$ cat src/pkg/pmx_consts.vh
// constants for the port pin function multiplexer
// assumes 32-bit classic wishbone with byte addresses, register index * 4
`ifndef PMX_CONSTS_VH
`define PMX_CONSTS_VH
`define PMX_IDX_PORT_ONE 6'h11
`define PMX_IDX_PORT_TWO 6'h12
`define PMX_IDX_TEST_SEL 6'h35
`define PMX_IDX_STATUS 6'h36
`define PMX_RST_PORT_ONE 8'h06
`define PMX_RST_PORT_TWO 8'h00
`define PMX_RST_TEST_SEL 8'h00
`define PMX_P13_SEL_HI 7
`define PMX_P13_SEL_LO 5
`define PMX_P13_INV 4
`define PMX_P12_SEL_HI 3
`define PMX_P12_SEL_LO 1
`define PMX_P12_INV 0
`define PMX_SEPARATE_SERIAL_OUTPUT 7
`define PMX_SEP_RX 6
`define PMX_SEP_TX 5
`define PMX_P14_SEL_HI 2
`define PMX_P14_SEL_LO 1
`define PMX_P14_INV 0
`define PMX_TSEL_HI 6
`define PMX_TSEL_LO 4
`define PMX_C3_HIZ 3'h0
`define PMX_C3_ZERO 3'h1
`define PMX_C3_TWO 3'h2
`define PMX_C3_THREE 3'h3
`define PMX_C3_FOUR 3'h4
`define PMX_C3_FIVE 3'h5
`define PMX_C3_SIX 3'h6
`define PMX_C3_SEVEN 3'h7
`define PMX_C2_HIZ 2'h0
`define PMX_C2_LOW 2'h1
`define PMX_SYNC_W 28
`endif

$ cat src/rtl/pmx_sync.v
// two flip-flop synchroniser for a vector of independent levels
// assumes each bit is a slow level or a clock well below clk_i / 2
`timescale 1ns/1ns
module pmx_sync #(
	parameter W = 1
) (
	input wire clk_i,
	input wire rst_i,
	input wire [W-1:0] d_i,
	output reg [W-1:0] q_o
);
	reg [W-1:0] meta_r;
	always @(posedge clk_i) begin
		if (rst_i) begin
			meta_r <= {W{1'b0}};
			q_o <= {W{1'b0}};
		end else begin
			meta_r <= d_i;
			q_o <= meta_r;
		end
	end
endmodule

$ cat src/rtl/pmx_pin.v
// registered pin driver: applies polarity inversion and output enable
// assumes drive_i and val_i are settled logic on clk_i
`timescale 1ns/1ns
module pmx_pin (
	input wire clk_i,
	input wire rst_i,
	input wire drive_i,
	input wire val_i,
	input wire inv_i,
	output reg pin_o,
	output reg pin_oe_o
);
	always @(posedge clk_i) begin
		if (rst_i) begin
			pin_o <= 1'b0;
			pin_oe_o <= 1'b0;
		end else begin
			pin_o <= val_i ^ inv_i;
			pin_oe_o <= drive_i;
		end
	end
endmodule

$ cat src/rtl/pmx_port_mux.v
// port pin function multiplexer with wishbone register access
// assumes internal status and clock signals arrive from other domains
// and are synchronised here; spi output data is on clk_i
`timescale 1ns/1ns
`include "pmx_consts.vh"
// Notes on behaviour
// - clock pin function from bits 3..1 of port one, bit 0 inverts.
// - clock pin codes: hi-z, zero, clock generator, pll feedback, poll clock.
// - code 010 gives tx bit clock or rx bit clock per separate lines.
// - codes 110 and 111 route test groups chosen by test select field.
// - group 110: four brown-outs, oscillator ready, kick A, kick C.
// - group 111: limiter Q, calibration, poll clock, rssi, locks, 1 MHz, low.
// - serial out pin codes: hi-z, zero, modulation, ready flags.
// - separate serial output bit forces hi-z or serial data output.
// - separate rx lines put rx data on data pin, rx clock on clock pin, unless separate tx is also live.
// - separate tx lines take tx data from data pin, tx clock out.
// - separate rx/tx bits clear the rx/tx on serial flags; data pin only while active.
// - indicator pin bits 2..1 select, bit 0 inverts, mode indication.
// - serial out pin invert sits at bit 4 of port one.
module pmx_port_mux (
	input wire clk_i,
	input wire rst_i,
	input wire cyc_i,
	input wire stb_i,
	input wire we_i,
	input wire [7:0] adr_i,
	input wire [3:0] sel_i,
	input wire [31:0] dat_i,
	output reg [31:0] dat_o,
	output reg ack_o,
	input wire tx_active_i,
	input wire rx_active_i,
	input wire tx_bit_clk_i,
	input wire rx_bit_clk_i,
	input wire rx_data_i,
	input wire clkgen_out_i,
	input wire pll_fb_clk_i,
	input wire poll_clk_i,
	input wire tx_mod_i,
	input wire rx_ready_i,
	input wire tx_ready_i,
	input wire reference_clock_ready_i,
	input wire local_osc_ready_i,
	input wire [6:0] test_group_a_i,
	input wire [5:0] test_group_b_i,
	input wire serial_data_in_i,
	input wire spi_sdo_i,
	input wire spi_sdo_en_i,
	input wire data_pin_i,
	output wire data_pin_o,
	output wire data_pin_oe_o,
	output wire clock_pin_o,
	output wire clock_pin_oe_o,
	output wire serial_out_pin_o,
	output wire serial_out_pin_oe_o,
	output wire indicator_pin_o,
	output wire indicator_pin_oe_o,
	output reg tx_data_o,
	output reg rx_on_serial_o,
	output reg tx_on_serial_o
);
	reg [7:0] port_control_one_r;
	reg [7:0] port_control_two_r;
	reg [7:0] test_select_register_r;
	wire [`PMX_SYNC_W-1:0] async_in;
	wire [`PMX_SYNC_W-1:0] sy;
	wire bus_req;
	wire [5:0] reg_idx;
	reg [31:0] rd_nxt;

	// synchronised copies of the outside signals
	wire s_tx_active = sy[0];
	wire s_rx_active = sy[1];
	wire s_tx_bit_clk = sy[2];
	wire s_rx_bit_clk = sy[3];
	wire s_rx_data = sy[4];
	wire s_clkgen = sy[5];
	wire s_pll_fb = sy[6];
	wire s_poll_clk = sy[7];
	wire s_tx_mod = sy[8];
	wire s_rx_ready = sy[9];
	wire s_tx_ready = sy[10];
	wire s_refclk_ready = sy[11];
	wire s_lo_ready = sy[12];
	wire s_data_pin = sy[13];
	wire s_serial_in = sy[14];
	wire [6:0] s_test_a = sy[21:15];
	wire [5:0] s_test_b = sy[27:22];

	// register fields
	wire [2:0] clock_pin_function_select =
		port_control_one_r[`PMX_P12_SEL_HI:`PMX_P12_SEL_LO];
	wire clock_pin_invert = port_control_one_r[`PMX_P12_INV];
	wire [2:0] serial_out_pin_function_select =
		port_control_one_r[`PMX_P13_SEL_HI:`PMX_P13_SEL_LO];
	wire serial_out_pin_invert = port_control_one_r[`PMX_P13_INV];
	wire separate_serial_output = port_control_two_r[`PMX_SEPARATE_SERIAL_OUTPUT];
	wire separate_rx_lines = port_control_two_r[`PMX_SEP_RX];
	wire separate_tx_lines = port_control_two_r[`PMX_SEP_TX];
	wire [1:0] indicator_pin_function_select =
		port_control_two_r[`PMX_P14_SEL_HI:`PMX_P14_SEL_LO];
	wire indicator_pin_invert = port_control_two_r[`PMX_P14_INV];
	wire [2:0] test_signal_select =
		test_select_register_r[`PMX_TSEL_HI:`PMX_TSEL_LO];

	wire sep_rx_live = separate_rx_lines & s_rx_active;
	wire sep_tx_live = separate_tx_lines & s_tx_active;

	reg p10_drv;
	reg p10_val;
	reg p12_drv;
	reg p12_val;
	reg p12_test;
	reg p13_drv;
	reg p13_val;
	reg p13_inv;
	reg p14_drv;
	reg p14_val;

	assign async_in = {test_group_b_i, test_group_a_i, serial_data_in_i,
		data_pin_i, local_osc_ready_i, reference_clock_ready_i, tx_ready_i,
		rx_ready_i, tx_mod_i, poll_clk_i, pll_fb_clk_i, clkgen_out_i,
		rx_data_i, rx_bit_clk_i, tx_bit_clk_i, rx_active_i, tx_active_i};

	pmx_sync #(
		.W(`PMX_SYNC_W)
	) u_sync (
		.clk_i(clk_i),
		.rst_i(rst_i),
		.d_i(async_in),
		.q_o(sy)
	);

	// wishbone slave: one wait state, ack drops the cycle after
	assign bus_req = cyc_i & stb_i & ~ack_o;
	assign reg_idx = adr_i[7:2];

	always @(posedge clk_i) begin
		if (rst_i) begin
			ack_o <= 1'b0;
			dat_o <= 32'h00000000;
			port_control_one_r <= `PMX_RST_PORT_ONE;
			port_control_two_r <= `PMX_RST_PORT_TWO;
			test_select_register_r <= `PMX_RST_TEST_SEL;
		end else begin
			ack_o <= bus_req;
			if (bus_req) begin
				dat_o <= rd_nxt;
			end
			if (bus_req && we_i && sel_i[0]) begin
				case (reg_idx)
				`PMX_IDX_PORT_ONE: begin
					port_control_one_r <= dat_i[7:0];
				end
				`PMX_IDX_PORT_TWO: begin
					port_control_two_r <= dat_i[7:0];
				end
				`PMX_IDX_TEST_SEL: begin
					test_select_register_r <= dat_i[7:0];
				end
				default: begin
					port_control_one_r <= port_control_one_r;
				end
				endcase
			end
		end
	end

	// read mux; unmapped indexes answer zero
	always @* begin
		rd_nxt = 32'h00000000;
		case (reg_idx)
		`PMX_IDX_PORT_ONE: begin
			rd_nxt[7:0] = port_control_one_r;
		end
		`PMX_IDX_PORT_TWO: begin
			rd_nxt[7:0] = port_control_two_r;
		end
		`PMX_IDX_TEST_SEL: begin
			rd_nxt[7:0] = test_select_register_r;
		end
		`PMX_IDX_STATUS: begin
			rd_nxt[0] = s_tx_active;
			rd_nxt[1] = s_rx_active;
			rd_nxt[2] = sep_tx_live;
			rd_nxt[3] = sep_rx_live;
			rd_nxt[4] = data_pin_oe_o;
			rd_nxt[5] = clock_pin_oe_o;
			rd_nxt[6] = serial_out_pin_oe_o;
			rd_nxt[7] = indicator_pin_oe_o;
		end
		default: begin
			rd_nxt = 32'h00000000;
		end
		endcase
	end

	// test signal groups on the clock pin; the last member is held low
	wire [7:0] test_group_a = {1'h0, s_test_a};
	wire [7:0] test_group_b = {1'h0, s_test_b[5:2], s_poll_clk,
		s_test_b[1:0]};

	always @* begin
		p12_test = test_group_b[test_signal_select];
		if (clock_pin_function_select == `PMX_C3_SIX) begin
			p12_test = test_group_a[test_signal_select];
		end
	end

	// clock pin function
	always @* begin
		p12_drv = 1'b1;
		p12_val = 1'b0;
		case (clock_pin_function_select)
		`PMX_C3_HIZ: begin
			p12_drv = 1'b0;
		end
		`PMX_C3_ZERO: begin
			p12_val = 1'b0;
		end
		`PMX_C3_TWO: begin
			if (sep_tx_live) begin
				p12_val = s_tx_bit_clk;
			end else if (sep_rx_live) begin
				p12_val = s_rx_bit_clk;
			end else begin
				p12_drv = 1'b0;
			end
		end
		`PMX_C3_THREE: begin
			p12_val = s_clkgen;
		end
		`PMX_C3_FOUR: begin
			p12_val = s_pll_fb;
		end
		`PMX_C3_FIVE: begin
			p12_val = s_poll_clk;
		end
		default: begin
			p12_val = p12_test;
		end
		endcase
	end

	// serial out pin function, separate serial output wins
	always @* begin
		p13_drv = 1'b1;
		p13_val = 1'b0;
		p13_inv = serial_out_pin_invert;
		if (separate_serial_output) begin
			p13_drv = spi_sdo_en_i;
			p13_val = spi_sdo_i;
			p13_inv = 1'b0;
		end else begin
			case (serial_out_pin_function_select)
			`PMX_C3_HIZ: p13_drv = 1'b0;
			`PMX_C3_ZERO: p13_val = 1'b0;
			`PMX_C3_TWO: p13_val = s_tx_mod;
			`PMX_C3_THREE: p13_val = s_rx_ready | s_tx_ready;
			`PMX_C3_FOUR: p13_val = s_refclk_ready;
			`PMX_C3_FIVE: p13_val = s_lo_ready;
			`PMX_C3_SIX: p13_val = s_rx_ready;
			default: p13_val = s_tx_ready;
			endcase
		end
	end

	// data pin: rx data out, tx data in, else left undriven
	always @* begin
		p10_drv = 1'b0;
		p10_val = 1'b0;
		if (sep_rx_live && !sep_tx_live) begin
			p10_drv = 1'b1;
			p10_val = s_rx_data;
		end
	end

	// indicator pin: low for rx, high for tx, otherwise released
	always @* begin
		p14_drv = 1'b1;
		p14_val = 1'b0;
		case (indicator_pin_function_select)
		`PMX_C2_HIZ: begin
			p14_drv = 1'b0;
		end
		`PMX_C2_LOW: begin
			p14_val = 1'b0;
		end
		default: begin
			if (s_tx_active) begin
				p14_val = 1'b1;
			end else if (s_rx_active) begin
				p14_val = 1'b0;
			end else begin
				p14_drv = 1'b0;
			end
		end
		endcase
	end

	// tx data source and serial-line routing flags
	always @(posedge clk_i) begin
		if (rst_i) begin
			tx_data_o <= 1'b0;
			rx_on_serial_o <= 1'b0;
			tx_on_serial_o <= 1'b0;
		end else begin
			if (sep_tx_live) begin
				tx_data_o <= s_data_pin;
			end else begin
				tx_data_o <= s_serial_in;
			end
			rx_on_serial_o <= s_rx_active & ~separate_rx_lines;
			tx_on_serial_o <= s_tx_active & ~separate_tx_lines;
		end
	end

	// each pin leaves through its own registered driver
	pmx_pin u_data_pin (
		.clk_i(clk_i),
		.rst_i(rst_i),
		.drive_i(p10_drv),
		.val_i(p10_val),
		.inv_i(1'b0),
		.pin_o(data_pin_o),
		.pin_oe_o(data_pin_oe_o)
	);

	pmx_pin u_clock_pin (
		.clk_i(clk_i),
		.rst_i(rst_i),
		.drive_i(p12_drv),
		.val_i(p12_val),
		.inv_i(clock_pin_invert),
		.pin_o(clock_pin_o),
		.pin_oe_o(clock_pin_oe_o)
	);

	pmx_pin u_serial_out_pin (
		.clk_i(clk_i),
		.rst_i(rst_i),
		.drive_i(p13_drv),
		.val_i(p13_val),
		.inv_i(p13_inv),
		.pin_o(serial_out_pin_o),
		.pin_oe_o(serial_out_pin_oe_o)
	);

	pmx_pin u_indicator_pin (
		.clk_i(clk_i),
		.rst_i(rst_i),
		.drive_i(p14_drv),
		.val_i(p14_val),
		.inv_i(indicator_pin_invert),
		.pin_o(indicator_pin_o),
		.pin_oe_o(indicator_pin_oe_o)
	);
endmodule

$ cat config.mk
export PLATFORM = sky130hd
export DESIGN_NAME = pmx_port_mux
export DESIGN_NICKNAME = d
export VERILOG_FILES = /design/src/rtl/pmx_sync.v /design/src/rtl/pmx_pin.v /design/src/rtl/pmx_port_mux.v
export VERILOG_INCLUDE_DIRS = /design/src /design/src/pkg
export SDC_FILE = /design/constraint.sdc
export NUM_CORES = 1
export LEC_CHECK = 0
export BUFFER_PORTS_ARGS = -buffer_cell sky130_fd_sc_hd__buf_2
export CAP_MARGIN = 5
export CORE_ASPECT_RATIO = 0.7
export CORE_MARGIN = 4
export CORE_UTILIZATION = 50
export CTS_BUF_LIST = sky130_fd_sc_hd__clkbuf_4 sky130_fd_sc_hd__clkbuf_8 sky130_fd_sc_hd__clkbuf_16
export DETAILED_ROUTE_END_ITERATION = 8
export PLACE_DENSITY_LB_ADDON = 0.25
export REMOVE_ABC_BUFFERS = 1
export SYNTH_ARGS = -nofsm -noshare
export SYNTH_HDL_FRONTEND = slang
export SYNTH_HIERARCHICAL = 1
export SYNTH_SLANG_ARGS = --single-unit
$ cat constraint.sdc
create_clock -name clk_i -period 4.4 [get_ports clk_i]
set_input_delay 0.44 -clock clk_i [delete_from_list [all_inputs] [get_ports clk_i]]
set_output_delay 0.44 -clock clk_i [all_outputs]
set_load 0.05 [all_outputs]
==> reports/results.ini, run 1 <==
[run_status]
outcome=finished, final reports clean

[timing]
worstMarginPinSlew_ps=925.1
period_share_pct=51.91
maxSlewViolCount=0
setup_viol=0
finClkSkew_ps=7.756
fmax_mhz=437.8
fin_tns_setup_ps=0
finalHoldViolCount=0
maxSlewHeadroom_pct=37.85
rsz0062_at_grt=false
holdWs_ps=283.4
min_period_ps=2284

[die]
start_util_pct=52.42
core_um2=7450
die_w_um=113.6
io_pins=123
die_h_um=81.94
rows=26
die_area_um2=9310

[detailed_routing]
postRouteAntennaNets=0
drcViolationCount=0
dr.first_iter.drc_count=188
routed_wl_um=7729
dr.pass1.iters=4
num_vias=2697
viasPerCell=5.004
wire_per_inst_um=14.34

[synth]
synth_cells=375
synth_area_per_cell_um2=10.41
synth_edf_count=0
synth_top_family_by_area=simple AND/OR/NAND/NOR gates
synth_compound_area_share_pct=6.376
netlist_area_um2=3905
synthAdderAreaFrac_pct=0
ys.flop_type=dfxtp_1
synth-xor-area-share_pct=1.121
yosysTopAreaCellShare_pct=51.27
muxShareOfSynthArea_pct=7.562
ys_top_cells_by_area=dfxtp_1 51%, nor2b_2 7.0%, mux2i_1 6.4%, nor2b_1 5.4%, buf_4 5.0%
synth_seq_area_share_pct=51.27
synth-seq-cells=100
synth-simple-area-share_pct=25.06
synth_top_area_cell=dfxtp_1
async_flop_share_pct=0
ys_types=40
yosysWarnings=6

[worst_hold_path]
min_to=u_sync/meta_r[25]$_SDFF_PP0_
holdPathStages=2
hp-class=input pin to flop
hp-start=test_group_b_i[3]

[pwr]
power_leakage_nw=1.782
seqPwrFrac_pct=54.6
power_switching_mw=0.4085
switching_share_pct=23.79
power_frac_comb_pct=8.2
power_density_nw_per_um2=391.2
clockPowerShare_pct=37.2
p_int_mw=1.309
peakVddDrop_uv=212.1

[grt]
grtUsageTotal_pct=17.35
grt_antenna_before_repair=0
grt_pass1_vias=2565
grt_max_degree=66
grt_first_pass_wirelength_um=12590
grt-ovfl-total=0

[cells_and_area]
area_growth_pct=12.40
drive_gt1_share_pct=28.12
final_common_cell=dfxtp_1
finalNetCount=515
final_cell_mix=100 x dfxtp_1, 68 x buf_2, 34 x nor2b_1
antennaDiodeCount=0

[critical_path]
r2r_cells=5
crit_slowest_cell=nor4b_4
worstPathMaxFanout=18
critPathLaunchType=input pin
critPathArrivalTime_ps=2540
crit_path_cell_trace=buf_2 > nor4b_4 > and4b_1 > nor2b_1 > a211o_1
crit_path_end_kind=flop
worst_r2r_endpoint=u_clock_pin/pin_o$_SDFF_PP0_
required_ps=4650
critPathKind=input pin to flop
reg2reg_slack_ps=2440
slowest_delay_ps=830
reg2reg_from=test_select_register_r[4]$_SDFFE_PP0P_

[placement]
dp_hpwl_um=5161
portBuffers=69
finalWeightedCongestion=0.8207

[clocking]
clk_latency_ps=350
tritoncts=built
hold_buffers=0
root_buffer=clkbuf_8
cts_buffer_depth=2
ctsResizeCount=0
clkTransAtPathRegs_ps=90
htreeDepth=3
cts_sinks=100
post-cts-setup-buffer-count=0
numCtsBuffers=9

[job]
max_cap_viol_count=0

## power groups by stage
stage                     combinational, mW  sequential [mW]  clock [mW]
after CTS                             0.140            0.939       0.654
after global placement                0.137            0.959           0
after detailed placement              0.139            0.960           0
after global routing                  0.152            0.941       0.690
after floorplan                      0.0811            0.965           0
final                                 0.140            0.938       0.639
## sequential cells by signal, indices dropped and copies added, names as in the netlist, 8 cells and up
register                flops
dat_o                       8
port_control_one_r          8
u_sync/meta_r              28
port_control_two_r          8
u_sync/q_o                 28
test_select_register_r      8
## logic make-up (layout without fill, tap and decap cells)
| kind of cell | after synthesis | count (layout) |
|---|---|---|
| compound gates | 32 | 32 |
| xor+xnor | 5 | 5 |
| buf+inv | 49 | 91 |
| flops | 100 | 100 |
| mux | 27 | 27 |
| other cells | 1 | 25 |
| simple gates | 161 | 161 |
## cell type report
class	count	area, um2
Sequential cell	100	2002
Tap cell	98	122.6
Clock buffer	11	138.9
Timing Repair Buffer	72	370.4
Clock inverter	5	83.83
Multi-Input combinational cell	250	1660
Inverter	3	11.26
Fill cell	648	3060
## Yosys cell counts (all sizes together) (4+ instances only)
| master | instances |
|---|---|
| dfxtp | 100 |
| nor2b | 65 |
| buf | 41 |
| nand3 | 32 |
| nor2 | 31 |
| mux2i | 25 |
| nand2 | 10 |
| a22o | 8 |
| nand4 | 6 |
| clkbuf | 5 |
| xnor2 | 5 |
| a21oi | 4 |
| and4b | 4 |
## critical path: cells and delay by family
family	cells	cell delay (ps)
AND/OR/NAND/NOR	3	1680
AO/OA/AOI/OAI	1	280
buffers and inverters	1	130
## stage by stage
stage	cell area (um2)	util, %	instances	worst slack (ps)	power, mW
floorplan	3674	-	353	2279	1.046
global placement	4167	55.93	523	1824	1.096
detailed placement	4167	55.93	523	1779	1.099
CTS	4389	58.92	539	2171	1.733
global route	4389	58.92	539	1977	1.783
finish	4389	58.92	539	2116	1.717
## worst max-delay path by stage
stage	startpoint	endpoint	cells past startpoint
2_1_floorplan	adr_i[2]	port_control_one_r[2]$_SDFFE_PP1P_	4
3_3_place_gp	adr_i[4]	port_control_one_r[2]$_SDFFE_PP1P_	5
3_5_place_dp	adr_i[4]	port_control_one_r[2]$_SDFFE_PP1P_	5
4_1_cts	adr_i[4]	port_control_one_r[2]$_SDFFE_PP1P_	5
5_1_grt	adr_i[4]	port_control_one_r[1]$_SDFFE_PP1P_	5
6_report	adr_i[4]	port_control_one_r[2]$_SDFFE_PP1P_	5
## per-layer routing
layer,GRT usage (%),vias up,part of all wire (%)
li1,-,1335,-
met1,23.25,1235,47
met2,26.38,113,42
met3,5.449,14,8.8
met4,6.483,0,1.7
met5,0,-,0
No activity file was read; power rests on OpenSTA's default activity.
==> run 2: changes to the inputs <==
ABC_AREA = 1   (was default)
CORE_UTILIZATION = 46   (was 50)
clock period = 1.9 ns   (was 4.4 ns; I/O delays follow)
==> run 2 against run 1 <==
Die area grew 12%. Combinational power grew 150%. Sequential cell count is the same. Final cell count grew 36%. Design area grew 7.6%. Via count grew 21%. Largest power group unchanged. Highest routed layer unchanged.
==> reports/results.ini, run 2 <==
[run_status]
outcome=finished, final reports clean

[clocking]
ctsResizeCount=0
cts_buffer_depth=2
post-cts-setup-buffer-count=0
numCtsBuffers=9
hold_buffers=0
root_buffer=clkbuf_16
htreeDepth=3
tritoncts=built
clkTransAtPathRegs_ps=70
clk_latency_ps=340
cts_sinks=100

[cells_and_area]
drive_gt1_share_pct=17.59
fin_util_pct=55.25
reg.largest.list=u_sync/meta_r (28), u_sync/q_o (28)
final_cell_mix=106 x nor2_1, 100 x dfxtp_1, 89 x inv_1
final_cells=734
antennaDiodeCount=0
final_common_cell=nor2_1
area_growth_pct=15.73
finalNetCount=688

[synth]
synth_top_area_cell=dfxtp_1
netlist_area_um2=4081
ys_top_cells_by_count=106 x nor2_1, 100 x dfxtp_1, 89 x inv_1
synth.most_common_cell=nor2_1
synth-seq-cells=100
synth_area_per_cell_um2=7.558
synth_seq_area_share_pct=49.05
async_flop_share_pct=0
ys_types=27
synth_cells=540
synth_edf_count=0
yosysTopAreaCellShare_pct=49.05
ys.flop_type=dfxtp_1
ys_top_cells_by_area=dfxtp_1 49%, nor2_1 9.7%, inv_1 8.2%, nand2_1 6.7%, nand3_1 5.5%
yosysWarnings=6

[timing]
maxSlewViolCount=0
min_period_ps=1487
period_share_pct=78.27
finalHoldViolCount=0
maxSlewHeadroom_pct=50.47
worstMarginPinSlew_ps=742.1
fmax_mhz=672.4
finClkSkew_ps=7.487
rsz0062_at_grt=false
setup_viol=0
finalWorstSetupSlack_ps=412.9
fin_tns_setup_ps=0

[detailed_routing]
drcViolationCount=0
dr.pass1.iters=5
postRouteAntennaNets=0
routed_wl_um=8480
dr.first_iter.drc_count=177
viasPerCell=4.431
num_vias=3252
met2_length_um=3661
wl_met1_um=4134
wire_per_inst_um=11.55
dr_wl_met3_um=637
highest_layer=met4

[die]
core_um2=8548
rows=28
io_pins=123
die_w_um=120.6
start_util_pct=47.75
die_area_um2=10470
die_h_um=86.81

[worst_hold_path]
hp-class=input pin to flop

[critical_path]
cp_num_buf_inv=2
cp_common_cell=nor2_1
critPathKind=flop to flop
slowest_delay_ps=360
worstPathMaxFanout=12
crit_path_cell_trace=nor2_8 > nand3_4 > inv_2 > nand3_2 > inv_1 > nor2_1 > nor2_1
crit_path_end_kind=flop
path_delay_family=simple AND/OR/NAND/NOR gates
critPathLaunchType=flop
required_ps=2170
crit_slowest_cell=dfxtp_1
critPathArrivalTime_ps=1760
reg2reg_slack_ps=410

[placement]
finalWeightedCongestion=0.8604
portBuffers=69
pre_cts_ws_ps=443.6
post-place-cells=718
dp_hpwl_um=6200

[grt]
grt_pass1_vias=2940
grt_antenna_before_repair=0
grt-ovfl-total=0
grt_first_pass_wirelength_um=13800
grtUsageTotal_pct=16.79
grt_max_degree=74

[pwr]
power_density_nw_per_um2=954.7
peakVddDrop_uv=416.5
power_leakage_nw=2.371

[job]
max_cap_viol_count=0

## run 2: cell types whose count changed after synthesis, sizes merged, moves of 4 or more
cell / before / now
and4b: 4 / 0
buf: 41 / 37
nand4: 6 / 1
inv: 3 / 93
a22o: 8 / 1
nor2: 31 / 111
nor2b: 65 / 0
xnor2: 5 / 0
a21oi: 4 / 18
mux2i: 25 / 0
nand3: 32 / 48
o21ai: 2 / 39
nand2: 10 / 77
## run 2: cell families (layout without fill, tap and decap cells)
kind of cell,after synthesis,count (layout),share of synthesized area [%]
AND/OR/NAND/NOR,242,242,26.39
buffers and inverters,136,185,16.52
AO/OA/AOI/OAI,61,61,7.940
other,1,26,0.09188
flip-flops,100,100,49.05
## run 2: metrics by stage
stage / cell area (um2) / power, mW / hold WS, ps
3_3_place_gp: 4390 / 2.566 / 390.4
4_1_cts: 4723 / 4.554 / 35.26
5_1_grt: 4723 / 4.704 / 39.92
2_1_floorplan: 3857 / 2.453 / 259.1
6_report: 4723 / 4.509 / 42.55
3_5_place_dp: 4390 / 2.574 / 392.4
## run 2: metal layers
metal / up-vias / GRT usage [%]
met5: - / 0
met4: 0 / 5.041
met3: 4 / 5.023
met2: 82 / 24.99
met1: 1433 / 23.63
li1: 1733 / -
## run 2: power by group
group / switching [mW] / internal, mW / leakage (nW)
logic: 0.261 / 0.0878 / 1.39
registers: 0.0194 / 2.16 / 0.819
clock network: 0.809 / 1.18 / 0.164
## run 2: final cells by class
type                       count  area [um2]
fill                         860        3825
sequential                   100        2002
multi-input combinational    329        1499
timing repair buffer          74       382.9
inverter                      95       356.6
clock buffer                   9       225.2
tap                          120       150.1
clock inverter                 7       107.6
## run 2: path summary, 6_finish.rpt
path                                 from                                     end  depth (start not counted)
min reg2reg  u_sync/meta_r[17]$_SDFF_PP0_               u_sync/q_o[17]$_SDFF_PP0_                          2
max reg2reg              ack_o$_SDFF_PP0_  test_select_register_r[1]$_SDFFE_PP0P_                          7
max                      ack_o$_SDFF_PP0_  test_select_register_r[1]$_SDFFE_PP0P_                          7
min                                 rst_i          u_data_pin/pin_oe_o$_SDFF_PP0_                          2
==> run 3: changes to the inputs <==
ABC_AREA = 0   (was 1)
CORE_UTILIZATION = 50   (was 46)
clock period = 1.5 ns   (was 1.9 ns; I/O delays follow)
==> run 3 against run 2 <==
The flow now finishes with violations (setup timing). Register-to-register slack worse by 480 ps. First-iteration DRC count down 5.6%. Critical path depth down 2. Wire length down 4.8%. Count of clock-buffer cells in the layout up 1. Sequential power up 26%. Combinational power up 38%. Worst hold slack worse by 38 ps. Die area down 11%. Highest routed layer unchanged.
==> reports/results.ini, run 3 (synthesis gave the netlist of run 1 again) <==
[critical_path]
required_ps=1740
crit_path_cell_trace=mux4_2 > o211ai_1 > o311ai_2 > xnor2_1 > nor2_1
critPathKind=flop to flop
crit_slowest_cell=mux4_2
slowest_delay_ps=490
crit_path_end_kind=flop
path_delay_family=multiplexers
cp_num_buf_inv=0
critPathLaunchType=flop
critPathArrivalTime_ps=1810
worstPathMaxFanout=3

[cells_and_area]
drive_gt1_share_pct=30.99
area_growth_pct=23.04
final_common_cell=dfxtp_1
fin_util_pct=64.49
final_cells=582
reg.largest.list=u_sync/meta_r (28), u_sync/q_o (28)
finalNetCount=558
antennaDiodeCount=0
final_cell_mix=98 x dfxtp_1, 68 x buf_2, 34 x nor2b_1

[run_status]
violations=setup timing
outcome=finished, violations left

[die]
core_um2=7450
start_util_pct=52.42
die_h_um=81.94
io_pins=123
rows=26
die_area_um2=9310
die_w_um=113.6

[grt]
grt-ovfl-total=0
grtUsageTotal_pct=17.77
grt_antenna_before_repair=0
grt_pass1_vias=2551
grt_first_pass_wirelength_um=12850
grt_max_degree=32

[clocking]
cts_buffer_depth=2
htreeDepth=3
clk_latency_ps=360
tritoncts=built
numCtsBuffers=9
cts_sinks=100
root_buffer=clkbuf_8
clkTransAtPathRegs_ps=100

[timing]
maxSlewViolCount=0
finalWorstSetupSlack_ps=-70.06
finClkSkew_ps=9.104
worstMarginPinSlew_ps=623.8
setup_viol=1
period_share_pct=104.7
fmax_mhz=636.9
maxSlewHeadroom_pct=58.33
rsz0062_at_grt=true
min_period_ps=1570
fin_tns_setup_ps=-70.06
finalHoldViolCount=0

[detailed_routing]
postRouteAntennaNets=0
wire_per_inst_um=13.87
num_vias=2807
drcViolationCount=0
viasPerCell=4.823
dr.first_iter.drc_count=167
routed_wl_um=8071
dr.pass1.iters=4

[pwr]
power_leakage_nw=1.991
power_density_nw_per_um2=1039
total_power_mw=4.993
peakVddDrop_uv=597.7

[placement]
portBuffers=69
dp_hpwl_um=5546
finalWeightedCongestion=0.8420
pre_cts_ws_ps=-119.4
post-place-cells=542

[worst_hold_path]
hp-class=input pin to flop

[job]
max_cap_viol_count=0

[run 3: worst paths after layout]
kind                                                from                            to  slack, ps  cells past startpoint
hold / removal                               rx_active_i   u_sync/meta_r[1]$_SDFF_PP0_          4                      2
hold reg to reg             u_sync/meta_r[18]$_SDFF_PP0_     u_sync/q_o[18]$_SDFF_PP0_        440                      1
setup / recovery  test_select_register_r[5]$_SDFFE_PP0P_  u_clock_pin/pin_o$_SDFF_PP0_        -70                      5
setup reg to reg  test_select_register_r[5]$_SDFFE_PP0P_  u_clock_pin/pin_o$_SDFF_PP0_        -70                      5
[run 3: per-stage QoR]
step | hold slack, ps | cell area (um2)
after floorplan | 215.8 | 3674
after global placement | 360.3 | 4347
after detailed placement | 363.2 | 4347
after CTS | 0.2114 | 4771
after global routing | 2.646 | 4805
final | 4.068 | 4805
[run 3: what timing repair did]
| item | in CTS | in global routing |
|---|---|---|
| pin swaps | 0 | 1 |
| hold buffers | 22 | 0 |
| endpoints found under the hold margin | 22 | 0 |
| buffers inserted | 0 | 2 |
| setup endpoints to repair | 1 | 16 |
| resized for setup | 2 | 7 |
[run 3: metal layers]
layer  up-vias  track usage (%)  share of wire (%)
met1      1264            24.37                 47
met4         0            5.882                1.1
met2       103            27.09                 43
met5         -                0                  0
li1       1431                -                  -
met3         9            5.081                8.1
[run 3: final cells by class]
class | instances | area, um2
multi-input cells | 250 | 1670
well taps | 98 | 122.6
clock inverters | 6 | 71.32
fillers | 615 | 2645
clock buffers | 10 | 131.4
flip-flops and latches | 100 | 2004
repair buffers | 115 | 793.3
inverters | 3 | 11.26
[run 3: report_power, final]
| part | leakage (nW) | internal [mW] | switching, mW |
|---|---|---|---|
| Combinational | 1.07 | 0.181 | 0.300 |
| Clock | 0.103 | 0.812 | 0.949 |
| Sequential | 0.820 | 2.73 | 0.0220 |
| Total | 1.99 | 3.72 | 1.27 |
